<file path="src/clock_gate_pkg.sv">
// constants for the sleep-mode clock gate register block
package clock_gate_pkg;
    localparam int          DATA_W          = 32;
    localparam int          ADDR_W          = 12;
    localparam int          UNIT_SEL_W      = 5;
    // register byte addresses
    localparam logic [11:0] SLEEP_GATE_OFF  = 12'h114;
    localparam logic [11:0] IRQ_STATUS_OFF  = 12'h200;
    localparam logic [11:0] IRQ_ENABLE_OFF  = 12'h204;
    localparam logic [11:0] IRQ_CLEAR_OFF   = 12'h208;
    // gate register layout
    localparam int          ANALOG_CMP0_BIT = 24;
    localparam int          GP_COUNTER0_BIT = 16;
    localparam int          TWO_WIRE0_BIT   = 12;
    localparam int          QUAD_DEC0_BIT   = 8;
    localparam int          SYNC_SER0_BIT   = 4;
    localparam int          ASYNC_SER0_BIT  = 0;
    localparam logic [31:0] GATE_WRITE_MASK = 32'h070f1137;
    localparam logic [31:0] GATE_RESET      = 32'h00000000;
    // interrupt layout
    localparam int          IRQ_W           = 2;
    localparam int          IRQ_FAULT_BIT   = 0;
    localparam int          IRQ_SLEEP_BIT   = 1;
    localparam logic [1:0]  IRQ_RESET       = 2'h0;
    localparam logic [31:0] READ_ZERO       = 32'h00000000;

    typedef enum logic [1:0] {
        MODE_RUN,
        MODE_SLEEP,
        MODE_DEEP_SLEEP
    } power_mode_e;
endpackage : clock_gate_pkg

</file>
<file path="src/gate_select.sv">
// per-unit clock enable selection from the power mode
`timescale 1ns/1ps
module gate_select
    import clock_gate_pkg::*;
#(
    parameter int WIDTH = 32
) (
    input  wire logic                    sys_clk,            // system clock
    input  wire logic                    reset_n,            // sync reset, active low
    input  wire clock_gate_pkg::power_mode_e mode,           // current power mode
    input  wire logic                    auto_gating_select, // sleep gating in use
    input  wire logic [WIDTH-1:0]        run_gate,           // run-mode gates
    input  wire logic [WIDTH-1:0]        sleep_gate,         // sleep-mode gates
    input  wire logic [WIDTH-1:0]        deep_gate,          // deep-sleep gates
    output logic      [WIDTH-1:0]        unit_clk_en         // registered enables
);
    logic [WIDTH-1:0] next_unit_clk_en;

    // one selector per unit
    for (genvar i = 0; i < WIDTH; i++) begin : g_unit
        always_comb begin
            case (mode)
                MODE_SLEEP:      next_unit_clk_en[i] = auto_gating_select ? sleep_gate[i]
                                                                          : run_gate[i];
                MODE_DEEP_SLEEP: next_unit_clk_en[i] = auto_gating_select ? deep_gate[i]
                                                                          : run_gate[i];
                default:         next_unit_clk_en[i] = run_gate[i];
            endcase
        end
    end

    always_ff @(posedge sys_clk) begin
        if (!reset_n) begin
            unit_clk_en <= '0;
        end else begin
            unit_clk_en <= next_unit_clk_en;
        end
    end
endmodule : gate_select

</file>
<file path="src/gated_access_check.sv">
// flags bus accesses aimed at a unit whose clock is off
`timescale 1ns/1ps
module gated_access_check
    import clock_gate_pkg::*;
#(
    parameter int WIDTH = 32
) (
    input  wire logic                  sys_clk,        // system clock
    input  wire logic                  reset_n,        // sync reset, active low
    input  wire logic                  unit_access,    // access strobe to a unit
    input  wire logic [UNIT_SEL_W-1:0] unit_target,    // gate bit index of target
    input  wire logic [WIDTH-1:0]      unit_clk_en,    // current enables
    output logic                       bus_fault       // one-cycle fault pulse
);
    logic next_bus_fault;

    always_comb begin
        next_bus_fault = unit_access && !unit_clk_en[unit_target];
    end

    always_ff @(posedge sys_clk) begin
        if (!reset_n) begin
            bus_fault <= 1'b0;
        end else begin
            bus_fault <= next_bus_fault;
        end
    end
endmodule : gated_access_check

</file>
<file path="src/sleep_clock_gate_register.sv">
// sleep-mode clock gate register with apb access, gating and fault flags
`timescale 1ns/1ps
//
// Notes on behaviour
// sleep delivers clock only where bit set
// access to gated unit gives bus fault
// reset clears every gate bit
// this register governs sleep only
// used only when auto gating selected
// bits 26..24 gate analog comparators
// bits 19..16 gate general counters
// bit 12 two-wire, bit 8 decoder
// bits 5..4 gate synchronous serial units
// bits 2..0 gate asynchronous serial units
// reserved bits read zero, read-only
// reserved bits ignore writes
module sleep_clock_gate_register
    import clock_gate_pkg::*;
(
    input  wire logic                        sys_clk,            // 125 MHz clock
    input  wire logic                        reset_n,            // sync reset, active low
    input  wire logic                        psel,               // apb select
    input  wire logic                        penable,            // apb access phase
    input  wire logic                        pwrite,             // apb direction
    input  wire logic [clock_gate_pkg::ADDR_W-1:0] paddr,        // apb byte address
    input  wire logic [clock_gate_pkg::DATA_W-1:0] pwdata,       // apb write data
    output logic      [clock_gate_pkg::DATA_W-1:0] prdata,       // apb read data
    output logic                             pready,             // apb ready
    output logic                             pslverr,            // apb error
    input  wire clock_gate_pkg::power_mode_e mode,               // current power mode
    input  wire logic                        auto_gating_select, // from run clock config
    input  wire logic [clock_gate_pkg::DATA_W-1:0] run_gate,     // run-mode gates
    input  wire logic [clock_gate_pkg::DATA_W-1:0] deep_gate,    // deep-sleep gates
    input  wire logic                        unit_access,        // access strobe to a unit
    input  wire logic [clock_gate_pkg::UNIT_SEL_W-1:0] unit_target, // target gate index
    output logic      [clock_gate_pkg::DATA_W-1:0] unit_clk_en,  // per-unit clock enable
    output logic                             bus_fault,          // fault pulse to master
    output logic                             irq                 // level interrupt
);
    import clock_gate_pkg::*;

    logic [DATA_W-1:0] sleep_clock_gate_ctrl_1;
    logic [DATA_W-1:0] next_sleep_clock_gate_ctrl_1;
    logic [IRQ_W-1:0]  irq_status;
    logic [IRQ_W-1:0]  next_irq_status;
    logic [IRQ_W-1:0]  irq_enable;
    logic [IRQ_W-1:0]  next_irq_enable;
    logic [DATA_W-1:0] next_prdata;
    logic              access;
    logic              wr;
    logic              mapped;
    logic              sleep_active;
    logic              sleep_active_d;
    logic              next_sleep_active_d;
    logic [IRQ_W-1:0]  irq_events;
    logic [IRQ_W-1:0]  irq_clear;

    // apb decode, zero-wait answer
    always_comb begin
        access = psel && penable;
        wr     = access && pwrite;
        pready = 1'b1;
        case (paddr)
            SLEEP_GATE_OFF, IRQ_STATUS_OFF, IRQ_ENABLE_OFF, IRQ_CLEAR_OFF: mapped = 1'b1;
            default: mapped = 1'b0;
        endcase
    end

    // gate register write path
    always_comb begin
        next_sleep_clock_gate_ctrl_1 = sleep_clock_gate_ctrl_1;
        if (wr && paddr == SLEEP_GATE_OFF) begin
            // only gate bits take data
            next_sleep_clock_gate_ctrl_1 = pwdata & GATE_WRITE_MASK;
        end
    end

    always_ff @(posedge sys_clk) begin
        if (!reset_n) begin
            // all units start unclocked
            sleep_clock_gate_ctrl_1 <= GATE_RESET;
        end else begin
            sleep_clock_gate_ctrl_1 <= next_sleep_clock_gate_ctrl_1;
        end
    end

    // read path: captured in the setup cycle so it stands through the access phase
    always_comb begin
        next_prdata = prdata;
        if (psel && !penable) begin
            next_prdata = READ_ZERO;
            if (!pwrite) begin
                case (paddr)
                    // reserved bits read zero
                    SLEEP_GATE_OFF: next_prdata = sleep_clock_gate_ctrl_1 & GATE_WRITE_MASK;
                    IRQ_STATUS_OFF: next_prdata = {{(DATA_W-IRQ_W){1'b0}}, irq_status};
                    IRQ_ENABLE_OFF: next_prdata = {{(DATA_W-IRQ_W){1'b0}}, irq_enable};
                    default:        next_prdata = READ_ZERO;
                endcase
            end
        end
    end

    // status snapshot taken at setup; a later event stays sticky for the next read
    always_ff @(posedge sys_clk) begin
        if (!reset_n) begin
            prdata <= READ_ZERO;
        end else begin
            prdata <= next_prdata;
        end
    end

    // error only during the access phase
    always_comb begin
        pslverr = access && !mapped;
    end

    // mode and auto gating pick the gate source
    gate_select #(
        .WIDTH              (DATA_W)
    ) u_gate_select (
        .sys_clk            (sys_clk),
        .reset_n            (reset_n),
        .mode               (mode),
        .auto_gating_select (auto_gating_select),
        .run_gate           (run_gate),
        .sleep_gate         (sleep_clock_gate_ctrl_1),
        .deep_gate          (deep_gate),
        .unit_clk_en        (unit_clk_en)
    );

    // fault on access to an unclocked unit
    gated_access_check #(
        .WIDTH       (DATA_W)
    ) u_access_check (
        .sys_clk     (sys_clk),
        .reset_n     (reset_n),
        .unit_access (unit_access),
        .unit_target (unit_target),
        .unit_clk_en (unit_clk_en),
        .bus_fault   (bus_fault)
    );

    // interrupt events: fault and sleep gating taking effect
    always_comb begin
        sleep_active        = (mode == MODE_SLEEP) && auto_gating_select;
        next_sleep_active_d = sleep_active;
        irq_events          = '0;
        irq_events[IRQ_FAULT_BIT] = bus_fault;
        irq_events[IRQ_SLEEP_BIT] = sleep_active && !sleep_active_d;
        irq_clear = (wr && paddr == IRQ_CLEAR_OFF) ? pwdata[IRQ_W-1:0] : '0;
        // set beats clear in the same cycle
        next_irq_status = (irq_status & ~irq_clear) | irq_events;
        next_irq_enable = (wr && paddr == IRQ_ENABLE_OFF) ? pwdata[IRQ_W-1:0] : irq_enable;
    end

    always_ff @(posedge sys_clk) begin
        if (!reset_n) begin
            irq_status     <= IRQ_RESET;
            irq_enable     <= IRQ_RESET;
            sleep_active_d <= 1'b0;
            irq            <= 1'b0;
        end else begin
            irq_status     <= next_irq_status;
            irq_enable     <= next_irq_enable;
            sleep_active_d <= next_sleep_active_d;
            irq            <= |(next_irq_status & next_irq_enable);
        end
    end
endmodule : sleep_clock_gate_register

</file>
<file path="config.mk">
export PLATFORM = sky130hd
export DESIGN_NAME = sleep_clock_gate_register
export DESIGN_NICKNAME = d
export VERILOG_FILES = /design/src/clock_gate_pkg.sv /design/src/gate_select.sv /design/src/gated_access_check.sv /design/src/sleep_clock_gate_register.sv
export SDC_FILE = /design/constraint.sdc
export NUM_CORES = 1
export LEC_CHECK = 0
export ABC_AREA = 0
export BUFFER_PORTS_ARGS = -buffer_cell sky130_fd_sc_hd__buf_2
export CAP_MARGIN = 20
export CORE_MARGIN = 3
export CORE_UTILIZATION = 40
export CTS_CLUSTER_SIZE = 40
export DETAILED_ROUTE_END_ITERATION = 12
export PLACE_DENSITY = 0.75
export RECOVER_POWER = 100
export SYNTH_ARGS = -nofsm -noshare
export SYNTH_HDL_FRONTEND = slang
export SYNTH_SLANG_ARGS = --single-unit
</file>
<file path="constraint.sdc">
create_clock -name sys_clk -period 5 [get_ports sys_clk]
set_clock_uncertainty 0.1 [all_clocks]
set_input_delay 1 -clock sys_clk [delete_from_list [all_inputs] [get_ports sys_clk]]
set_output_delay 1 -clock sys_clk [all_outputs]
set_load 0.05 [all_outputs]
</file>
### Word level (Yosys, flattened, before mapping)

Index checks and enable logic that the tools add are counted.

| storage, ports and cells | value |
|---|---|
| bits in read-only memories | 0 |
| latch bits | 0 |
| register bits after elaboration | 85 |
| bits in writable memories | 0 |
| memories | 0 |
| input bits | 122 |
| output and inout port bits | 68 |

| operators by class | value |
|---|---|
| equal/unequal tests | 6 |
| add/sub/neg operators | 0 |
| shifts and indexed selects | 0 |
| multipliers | 0 |
| reduce and logical (&&, ||, !) cells | 16 |
| order comparisons | 1 |
| divide/modulo/power cells | 0 |
| mux-type cells | 103 |
| bitwise gates (word level) | 4 |

Operators with widths:

| kind | count |
|---|---|
| $pmux 27 s3 | 1 |
| $mux 1 | 66 |
| $pmux 1 s2 | 32 |
| $eq 12x10->1 const B | 3 |
| $mux 27 | 1 |
| $eq 12x9->1 const B | 1 |
| $logic_and 1x1->1 | 10 |
| $lt 5x6->1 const B | 1 |
| $bmux 1 s5 | 1 |
| $and 2x2->2 | 2 |
| $logic_not 1->1 | 4 |
| $mux 2 | 2 |
| $reduce_or 4->1 | 1 |
| $eq 2x1->1 const B | 1 |
| $eq 2x2->1 const B | 1 |
| $not 2->2 | 1 |
| $or 2x2->2 | 1 |
| $reduce_or 2->1 | 1 |

### Longest topological paths before layout

Gate-level depths: netlist (run 1).

| depth | value |
|---|---|
| depth in word-level cells | 9 |
| depth in mapped cells | 8 |
| depth with buffers taken out | 6 |

### By module

From an unflattened synthesis (run 1), not the netlist that was laid out.

| unflattened totals | value |
|---|---|
| cells, all modules | 299 |
| area total of the unflattened synthesis | 3323.2 um2 |

By module, submodules not included:

| module | cells an instance | times used | sequential area each (um2) | area each (um2) |
|---|---|---|---|---|
| sleep_clock_gate_register | 161 | 1 | 680.7 | 1689.1 |
| gate_select | 117 | 1 | 640.6 | 1306.3 |
| gated_access_check | 21 | 1 | 20.0 | 327.8 |

### Worst setup path before layout (run 1)

OpenSTA, ideal clock, no wires.

| path | value |
|---|---|
| kind | in2out |
| from | input port paddr[4] in the netlist's numbering |
| to | output port pslverr |
| stages on the path | 4 |
| data required time | 3900 ps |
| setup slack | 1681 ps |
| data arrival time | 2219 ps |
| cells stage by stage | or3b_1 nor4_1 nor2_1 o311a_1 |

| on the way | value |
|---|---|
| word-level cells in the longest chain between the ends | 5 |

RTL lines:

| element | line | RTL |
|---|---|---|
| from (decl) | sleep_clock_gate_register.sv:25 | `input wire logic [clock_gate_pkg::ADDR_W-1:0] paddr,` |
| $eq 12x9->1 / $eq 12x10->1 (equally long branches) | sleep_clock_gate_register.sv:63 | `case (paddr)` |
| $reduce_or 4->1 * | sleep_clock_gate_register.sv:63 |  |
| $mux 1 * | sleep_clock_gate_register.sv:63 |  |
| $logic_not 1->1 * | sleep_clock_gate_register.sv:115 | `pslverr = access && !mapped;` |
| $logic_and 1x1->1 * | sleep_clock_gate_register.sv:115 |  |
| to (decl) | sleep_clock_gate_register.sv:29 | `output logic pslverr,` |

Mark *: on every way between the ends. The rest lies on a longest branch, timed or not.

### Worst setup path in the final report (run 1)

Ends and elaborated chain as after synthesis.

==> flow_summary.yaml, run 1 <==
die:
  start_util_pct: 41.88
  core.rowCount: 31
  die_h_um: 93.62
  io_pins: 190
  core_um2: 7331
  die_area_um2: 8764
  die_w_um: 93.62
hold_path:
  holdCritPathClass: "reg -> reg"
  min_from: "prdata[4]"
sta:
  fmax_mhz: 262.7
  fin_crit_sh_pct: 76.14
  setup_viol: 0
  fin_setup_tns_ps: 0
  worstMarginPinSlew_ps: 1404
  min_period_ps: 3807
  drv_slew: 0
  maxSlewHeadroom_pct: 6.320
  rsz0062_at_grt: "no"
  hold_violations: 0
critical_path:
  required_ps: 3900
  path_max_fanout: 3
  cp.arrival_ps: 2710
  worstPathCellList: "buf_2 > or3b_1 > nor4_1 > nor2_1 > o311a_1 > clkbuf_1"
  cp_slowest_stage_delay_ps: 470
  cp-startpoint: "paddr[4]"
  start_kind: "input pin"
  crit_type: "in -> out"
  cp-end-kind: "output port"
  cpLargestDelayFamily: "simple AND/OR/NAND/NOR gates"
  cp_num_buf_inv: 2
  r2r-start: "u_gate_select.unit_clk_en[23]"
  slowest_stage: "nor4_1"
logic_synthesis:
  synth_area_leaders: "dfxtp_1, mux4_2, nor2_1"
  synth_seq_cells: 67
  avgSynthCellArea_um2: 9.276
  synth_top_area_cell: "dfxtp_1"
  synth_most_common_cell: "dfxtp_1"
  async_reset_ff_share_pct: 0
  ys.flop_type: "dfxtp_1"
  synth_area_um2: 3070
  yosysSeqAreaShare_pct: 43.68
  synth_edf_count: 0
  synth.yosys.warnings: 0
  syn_inst: 331
  synth_top_area_share_pct: 43.68
  synthTopCellsByCount: "dfxtp_1, nor2_1, a21oi_1, buf_4"
  synth_cell_types: 46
grt:
  track_usage_pct: 20.67
  grt_max_degree: 47
  grt_pass1_wl_mm: 14.09
  antenna_found_initial: 0
  grt_overflow: 0
  grt_pass1_vias: 2907
clock_tree:
  cts_root_buf: "clkbuf_8"
  postCtsSetupBuffers: 0
  numCtsBuffers: 9
  insertion_delay_ps: 340
  h-tree-depth: 3
  postCtsHoldBufs: 0
  cts.path.max_buffers: 2
  clk_pin_slew_worst_paths_ps: 70
  ctsResizeCount: 0
  cts_tree: "yes"
  tritoncts_num_sinks: 67
route:
  wl_per_cell_um: 16.26
  drc: 0
  drt_iter0_drc: 144
  drt-vias-per-instance: 5.267
  via_count: 3023
  first_pass_iters: 5
  wirelength_mm: 9.333
  ant_nets: 0
layout:
  drive_gt1_share_pct: 27.37
  syn_to_final_growth_pct: 26.12
  layout.nets: 594
  n_fill_cell: 727
  final_area_um2: 3872
  diodes: 0
  final_core_util_pct: 52.82
placed_design:
  dp_hpwl_mm: 7.093
  port_buffers: 152
  place_area_um2: 3784
  place.gp.congestion: 0.8037
power_and_ir_drop:
  ir_drop_uv: 220.9
  cellLeakagePower_nw: 1.580
  powerDensity_nw_per_um2: 321.4
run:
  maxCapViolations: 0
run_status:
  status: "complete, no violations"
## flip-flops by register name, indices dropped and copies added, names as in the netlist
signal                     cells
irq_enable                     2
prdata                        14
u_access_check.bus_fault       1
sleep_clock_gate_ctrl_1       14
u_gate_select.unit_clk_en     32
sleep_active_d                 1
irq                            1
irq_status                     2
## through the flow
stage | worst slack [ps] | power, mW | hold WS [ps] | cells
after global routing | 1021 | 1.296 | 414.7 | 574
after CTS | 1307 | 1.263 | 391.6 | 574
after floorplan | 1681 | 0.7720 | 348.4 | 348
final | 1193 | 1.245 | 388.5 | 574
after global placement | 1397 | 0.8423 | 363.7 | 558
after detailed placement | 1309 | 0.8469 | 369.9 | 558
## layout by cell type (no fill, tap or decap), types with 2 or more instances in the layout
| cell type | n |
|---|---|
| nor2_1 | 51 |
| o21ai_1 | 4 |
| conb_1 | 19 |
| nand3_1 | 16 |
| dfxtp_1 | 67 |
| a32oi_1 | 12 |
| clkinvlp_4 | 3 |
| clkbuf_1 | 56 |
| and3b_1 | 2 |
| mux2i_1 | 2 |
| ha_1 | 2 |
| a22oi_1 | 2 |
| inv_6 | 2 |
| o21ai_0 | 15 |
| nand4_1 | 3 |
| mux4_2 | 9 |
| nor2b_1 | 2 |
| buf_2 | 99 |
| a21oi_1 | 30 |
| inv_1 | 4 |
| nand3b_1 | 2 |
| clkbuf_8 | 10 |
| a222oi_1 | 16 |
| a22o_1 | 2 |
| nand2_1 | 17 |
| a211oi_1 | 3 |
| and2_1 | 3 |
## where the power goes
group | switching [mW] | leakage (nW) | internal, mW | total, mW
combinational | 0.183 | 0.947 | 0.0767 | 0.259
clock | 0.220 | 0.0855 | 0.197 | 0.417
sequential | 0.0126 | 0.547 | 0.555 | 0.568
## metal layers
metal	share of wire (%)	global-route usage, %	wire [um]
met4	1.3	7.461	121
met1	40	24.35	3766
met2	51	35.74	4796
met5	0	0	0
met3	7.0	5.873	649
## tightest hold or removal path, cell delays in order, from the launching register on
cell and delay [ps]:
dfxtp_1 330, a32oi_1 60, nor2_1 70
## cell type report
cell class	instances	area, um^2	share of cell area [%]
Clock buffer	10	137.6	3.554
Clock inverter	6	48.80	1.260
Inverter	4	15.01	0.3877
Multi-Input combinational cell	232	1493	38.55
Sequential cell	67	1341	34.64
Tap cell	99	123.9	3.199
Timing Repair Buffer	156	713.2	18.42
## worst paths after layout
check / cells after the start / slack, ps / endpoint
min: 2 / 390 / prdata[4]
max: 6 / 1190 / pslverr
max reg2reg: 3 / 3330 / u_access_check.bus_fault
min reg2reg: 2 / 390 / prdata[4]
## cells by family after synthesis
group / count (synthesis) / share of synthesized area (%)
fa+ha+maj: 2 / 0.8149
simple gates: 110 / 18.30
mux: 11 / 7.253
compound gates: 90 / 20.46
other cells: 2 / 0.2446
buf+inv: 49 / 9.250
flops: 67 / 43.68
Power figures use the tool's default switching activity.
==> run 2: changes to the inputs <==
- CORE_UTILIZATION: 40 -> 39
- PLACE_DENSITY: 0.75 -> 0.77
- clock period: 5 -> 3.5 ns (I/O delays scaled with it)
==> run 2 against run 1 <==
  * Critical path depth unchanged
  * Count of clock-buffer cells in the layout decreased by 1
  * Global-route usage decreased by 0.31 points
  * Non-clock buffer count unchanged
  * Utilization about the same
  * Register-to-register slack got worse by 1500 ps
  * Hold slack got worse by 0.86 ps
  * Wire length decreased by 0.38%
  * Clock power increased by 83%
  * Power increased by 56%
  * Sequential share of layout area decreased by 0.54 points
  * Setup slack got worse by 820 ps
==> flow_summary.yaml, run 2 (synthesis results as in run 1) <==
critical_path:
  required_ps: 2700
  worstPathCellList: "buf_2 > or3b_1 > nor4_1 > nor2_1 > o311a_1 > clkbuf_1"
  path_max_fanout: 3
  r2r-start: "u_gate_select.unit_clk_en[23]"
  cp.arrival_ps: 2320
  slowest_stage: "nor4_1"
  start_kind: "input pin"
  crit_type: "in -> out"
  cp-end-kind: "output port"
  cp_slowest_stage_delay_ps: 410
  cp-startpoint: "paddr[4]"
  r2r.worst_path.cells: 3
placed_design:
  place.gp.congestion: 0.8387
  port_buffers: 152
  dp.cells: 558
  dp_hpwl_mm: 7.144
sta:
  setup_viol: 0
  min_period_ps: 3125
  fin_setup_tns_ps: 0
  maxSlewHeadroom_pct: 9.133
  hold_violations: 0
  drv_slew: 0
  fmax_mhz: 320.0
  worstMarginPinSlew_ps: 1362
  rsz0062_at_grt: "no"
  holdWs_ps: 387.7
  fin_crit_sh_pct: 89.28
layout:
  final_core_util_pct: 52.82
  stdcell_count: 574
  largest_reg_flops: 32
  reg.largest.list: "u_gate_select.unit_clk_en (32), prdata (14), sleep_clock_gate_ctrl_1 (14)"
  syn_to_final_growth_pct: 28.12
  regMostFlops: "u_gate_select.unit_clk_en"
  layout.nets: 594
  layout_commonest_cell: "buf_2"
  drive_gt1_share_pct: 27.79
  diodes: 0
  layout_common_cells: "buf_2, dfxtp_1, clkbuf_1, nor2_1, a21oi_1"
power_and_ir_drop:
  powerDensity_nw_per_um2: 494.8
  cellLeakagePower_nw: 1.622
  ir_drop_uv: 375.1
clock_tree:
  postCtsSetupBuffers: 0
  tritoncts_num_sinks: 67
  numCtsBuffers: 9
  postCtsHoldBufs: 0
  clk_pin_slew_worst_paths_ps: 70
  h-tree-depth: 3
  ctsResizeCount: 0
  insertion_delay_ps: 340
  cts_root_buf: "clkbuf_8"
  cts.path.max_buffers: 2
  cts_tree: "yes"
run_status:
  status: "complete, no violations"
grt:
  use_met3_pct: 6.056
  global_route.usage.met2_pct: 34.17
  grt_max_degree: 47
  grt.busiest_layer: "met2"
  grt_overflow: 0
  grt.met1_usage_pct: 24.98
  grt_pass1_wl_mm: 14.10
  track_usage_pct: 20.36
  grt_pass1_vias: 2927
  antenna_found_initial: 0
die:
  start_util_pct: 41.23
  io_pins: 190
  die_area_um2: 8974
  die_h_um: 94.73
  core_um2: 7447
  core.rowCount: 31
  die_w_um: 94.73
route:
  ant_nets: 0
  drt-vias-per-instance: 5.364
  wirelength_mm: 9.298
  via_count: 3079
  wl_per_cell_um: 16.20
  drc: 0
  first_pass_iters: 5
  drt_iter0_drc: 144
hold_path:
  min_from: "sleep_clock_gate_ctrl_1[25]"
  holdCritPathClass: "reg -> reg"
  hold-path-cell-count: 2
run:
  maxCapViolations: 0
## run 2: cell count changes in the layout (fill, tap and decap cells not counted)
cell	previous run	this run
clkbuf_1	56	54
bufinv_16	0	3
clkbuf_8	10	9
buf_4	1	3
clkinvlp_4	3	1
clkinv_2	0	2
inv_6	2	0
## run 2: final timing paths
path                                                     to  slack (ps)
worst max-delay path                                pslverr         380
worst min-delay path            sleep_clock_gate_ctrl_1[25]         390
worst max register to register     u_access_check.bus_fault        1850
worst min register to register  sleep_clock_gate_ctrl_1[25]         390
## run 2: routing by layer
layer / up-vias / wire length, um
met5: - / 0
met4: 0 / 176
met3: 18 / 692
met2: 137 / 4766
met1: 1452 / 3663
li1: 1472 / -
## run 2: final cells by class
type,count,area (um^2)
clock buffers,9,123.9
clock inverters,7,116.4
fillers,735,3513
inverters,4,15.01
multi-input cells,232,1493
flip-flops and latches,67,1341
well taps,99,123.9
repair buffers,156,720.7
## run 2: power by group
part           internal, mW  total [mW]  switching, mW
logic                 0.110       0.373          0.263
clock network         0.471       0.763          0.292
registers             0.794       0.810         0.0166
## run 2: critical path: cells and delay by family
| kind | cells | cell delay (ps) |
|---|---|---|
| buffers and inverters | 2 | 410 |
| and+or+nand+nor | 3 | 910 |
| AOI/OAI and AO/OA | 1 | 310 |
## run 2: stage by stage
stage                     area, um^2  worst slack (ps)  power (mW)
after CTS                       4024             462.7       1.971
final                           3934             375.1       1.946
after global routing            3934             315.4       2.034
after detailed placement        3784             464.4       1.209
after global placement          3784             498.1       1.201
after floorplan                 3134             781.4       1.103
==> run 3: changes to the inputs <==
- CTS_CLUSTER_SIZE: 40 -> 28
- PLACE_DENSITY: 0.77 -> 0.88
==> run 3 against run 2 <==
  * Power fell by 5.7%
  * First-iteration DRC count rose by 29%
  * Utilization fell by 0.64 points
  * Die area did not move
  * Critical path type unchanged
  * Largest power group unchanged
  * Highest routed layer unchanged
==> flow_summary.yaml, run 3 (synthesis results as in run 1) <==
power_and_ir_drop:
  internal-power_mw: 1.251
  switching_share_pct: 31.80
  switchingPower_uw: 583.3
  power_frac_comb_pct: 20.5
  powerDensity_nw_per_um2: 472.1
  power_frac_seq_pct: 44.3
  clock_power_share_pct: 35.2
  finalPower_mw: 1.835
  ir_drop_uv: 270.8
  cellLeakagePower_nw: 1.593
grt:
  grt_max_degree: 47
  track_usage_pct: 21.00
  grt_pass1_wl_mm: 14.46
  antenna_found_initial: 0
  grt_pass1_vias: 3046
  grt_overflow: 0
route:
  wl_per_cell_um: 17.18
  met1_length_mm: 3.943
  drt_iter0_drc: 186
  drc: 0
  first_pass_iters: 5
  ant_nets: 0
  wl_met3_um: 859
  drt-vias-per-instance: 5.464
  routed.top_layer: "met4"
  route.met2.wl_mm: 4.869
  wirelength_mm: 9.844
  via_count: 3131
clock_tree:
  insertion_delay_ps: 330
  tritoncts_num_sinks: 67
  cts_root_buf: "clkbuf_8"
  ctsResizeCount: 0
  clk_pin_slew_worst_paths_ps: 80
  cts.path.max_buffers: 2
  postCtsSetupBuffers: 0
  postCtsHoldBufs: 0
  h-tree-depth: 3
  numCtsBuffers: 9
  cts_tree: "yes"
die:
  die_area_um2: 8974
  core.rowCount: 31
  core_um2: 7447
  die_h_um: 94.73
  die_w_um: 94.73
  io_pins: 190
  start_util_pct: 41.23
layout:
  final_area_um2: 3886
  diodes: 0
  layout.nets: 593
  largest_reg_flops: 32
  multi_input_area_um2: 1490
  seq_area_um2: 1341
  n_fill_cell: 736
  final_core_util_pct: 52.18
  syn_to_final_growth_pct: 26.57
  drive_gt1_share_pct: 28.06
  layout_common_cells: "buf_2, dfxtp_1, clkbuf_1, nor2_1, a21oi_1"
  regMostFlops: "u_gate_select.unit_clk_en"
  reg.largest.list: "u_gate_select.unit_clk_en (32), prdata (14), sleep_clock_gate_ctrl_1 (14)"
  layout_commonest_cell: "buf_2"
  stdcell_count: 573
placed_design:
  dp.cells: 557
  place_area_um2: 3776
  place.gp.congestion: 0.7575
  port_buffers: 152
  pre_cts_slack_ps: 491.5
  dp_hpwl_mm: 7.566
critical_path:
  required_ps: 2700
  crit_type: "in -> out"
  slowest_stage: "nor4_1"
  cpLargestDelayFamily: "simple AND/OR/NAND/NOR gates"
  cp.arrival_ps: 2340
  cp_num_buf_inv: 2
  worstPathCellList: "buf_2 > or3b_1 > nor4_1 > nor2_1 > o311a_1 > clkbuf_1"
  cp-end-kind: "output port"
  path_max_fanout: 3
  cp_slowest_stage_delay_ps: 400
  start_kind: "input pin"
sta:
  worstMarginPinSlew_ps: 1465
  rsz0062_at_grt: "no"
  fin_setup_tns_ps: 0
  fmax_mhz: 318.6
  holdWs_ps: 394.3
  maxSlewHeadroom_pct: 2.138
  hold_violations: 0
  drv_slew: 0
  min_period_ps: 3139
  fin_crit_sh_pct: 89.69
  setup_viol: 0
  fin_ws_ps: 360.8
run:
  maxCapViolations: 0
run_status:
  status: "complete, no violations"
hold_path:
  holdCritPathClass: "reg -> reg"
[run 3: tightest hold or removal path, cell delays in order, from the launching register on]
cell     delay, ps
dfxtp_1        340
nand2_1         60
a21oi_1         50
[run 3: power groups by stage]
stage	clock (mW)	combinational (mW)	sequential [mW]
final	0.647	0.376	0.812
after global routing	0.699	0.400	0.815
after global placement	0	0.378	0.826
after CTS	0.654	0.387	0.811
after floorplan	0	0.177	0.926
after detailed placement	0	0.385	0.829
[run 3: layout make-up]
cell class / instances / area share [%]
clock buffers: 10 / 3.542
clock inverters: 6 / 1.674
inverters: 4 / 0.3863
well taps: 99 / 3.187
multi-input cells: 232 / 38.35
repair buffers: 155 / 18.35
flip-flops and latches: 67 / 34.51
[run 3: path summary, 6_finish.rpt]
path / startpoint / to / slack, ps / depth (start not counted)
max: paddr[4] / pslverr / 360 / 6
min: sleep_clock_gate_ctrl_1[5] / sleep_clock_gate_ctrl_1[5] / 390 / 2
max reg2reg: u_gate_select.unit_clk_en[22] / u_access_check.bus_fault / 1870 / 3
min reg2reg: sleep_clock_gate_ctrl_1[5] / sleep_clock_gate_ctrl_1[5] / 390 / 2
[run 3: routing by layer]
layer | global-route usage (%) | vias up
li1 | - | 1464
met1 | 24.54 | 1499
met2 | 35.58 | 152
met3 | 7.092 | 16
met4 | 7.813 | 0
met5 | 0 | -
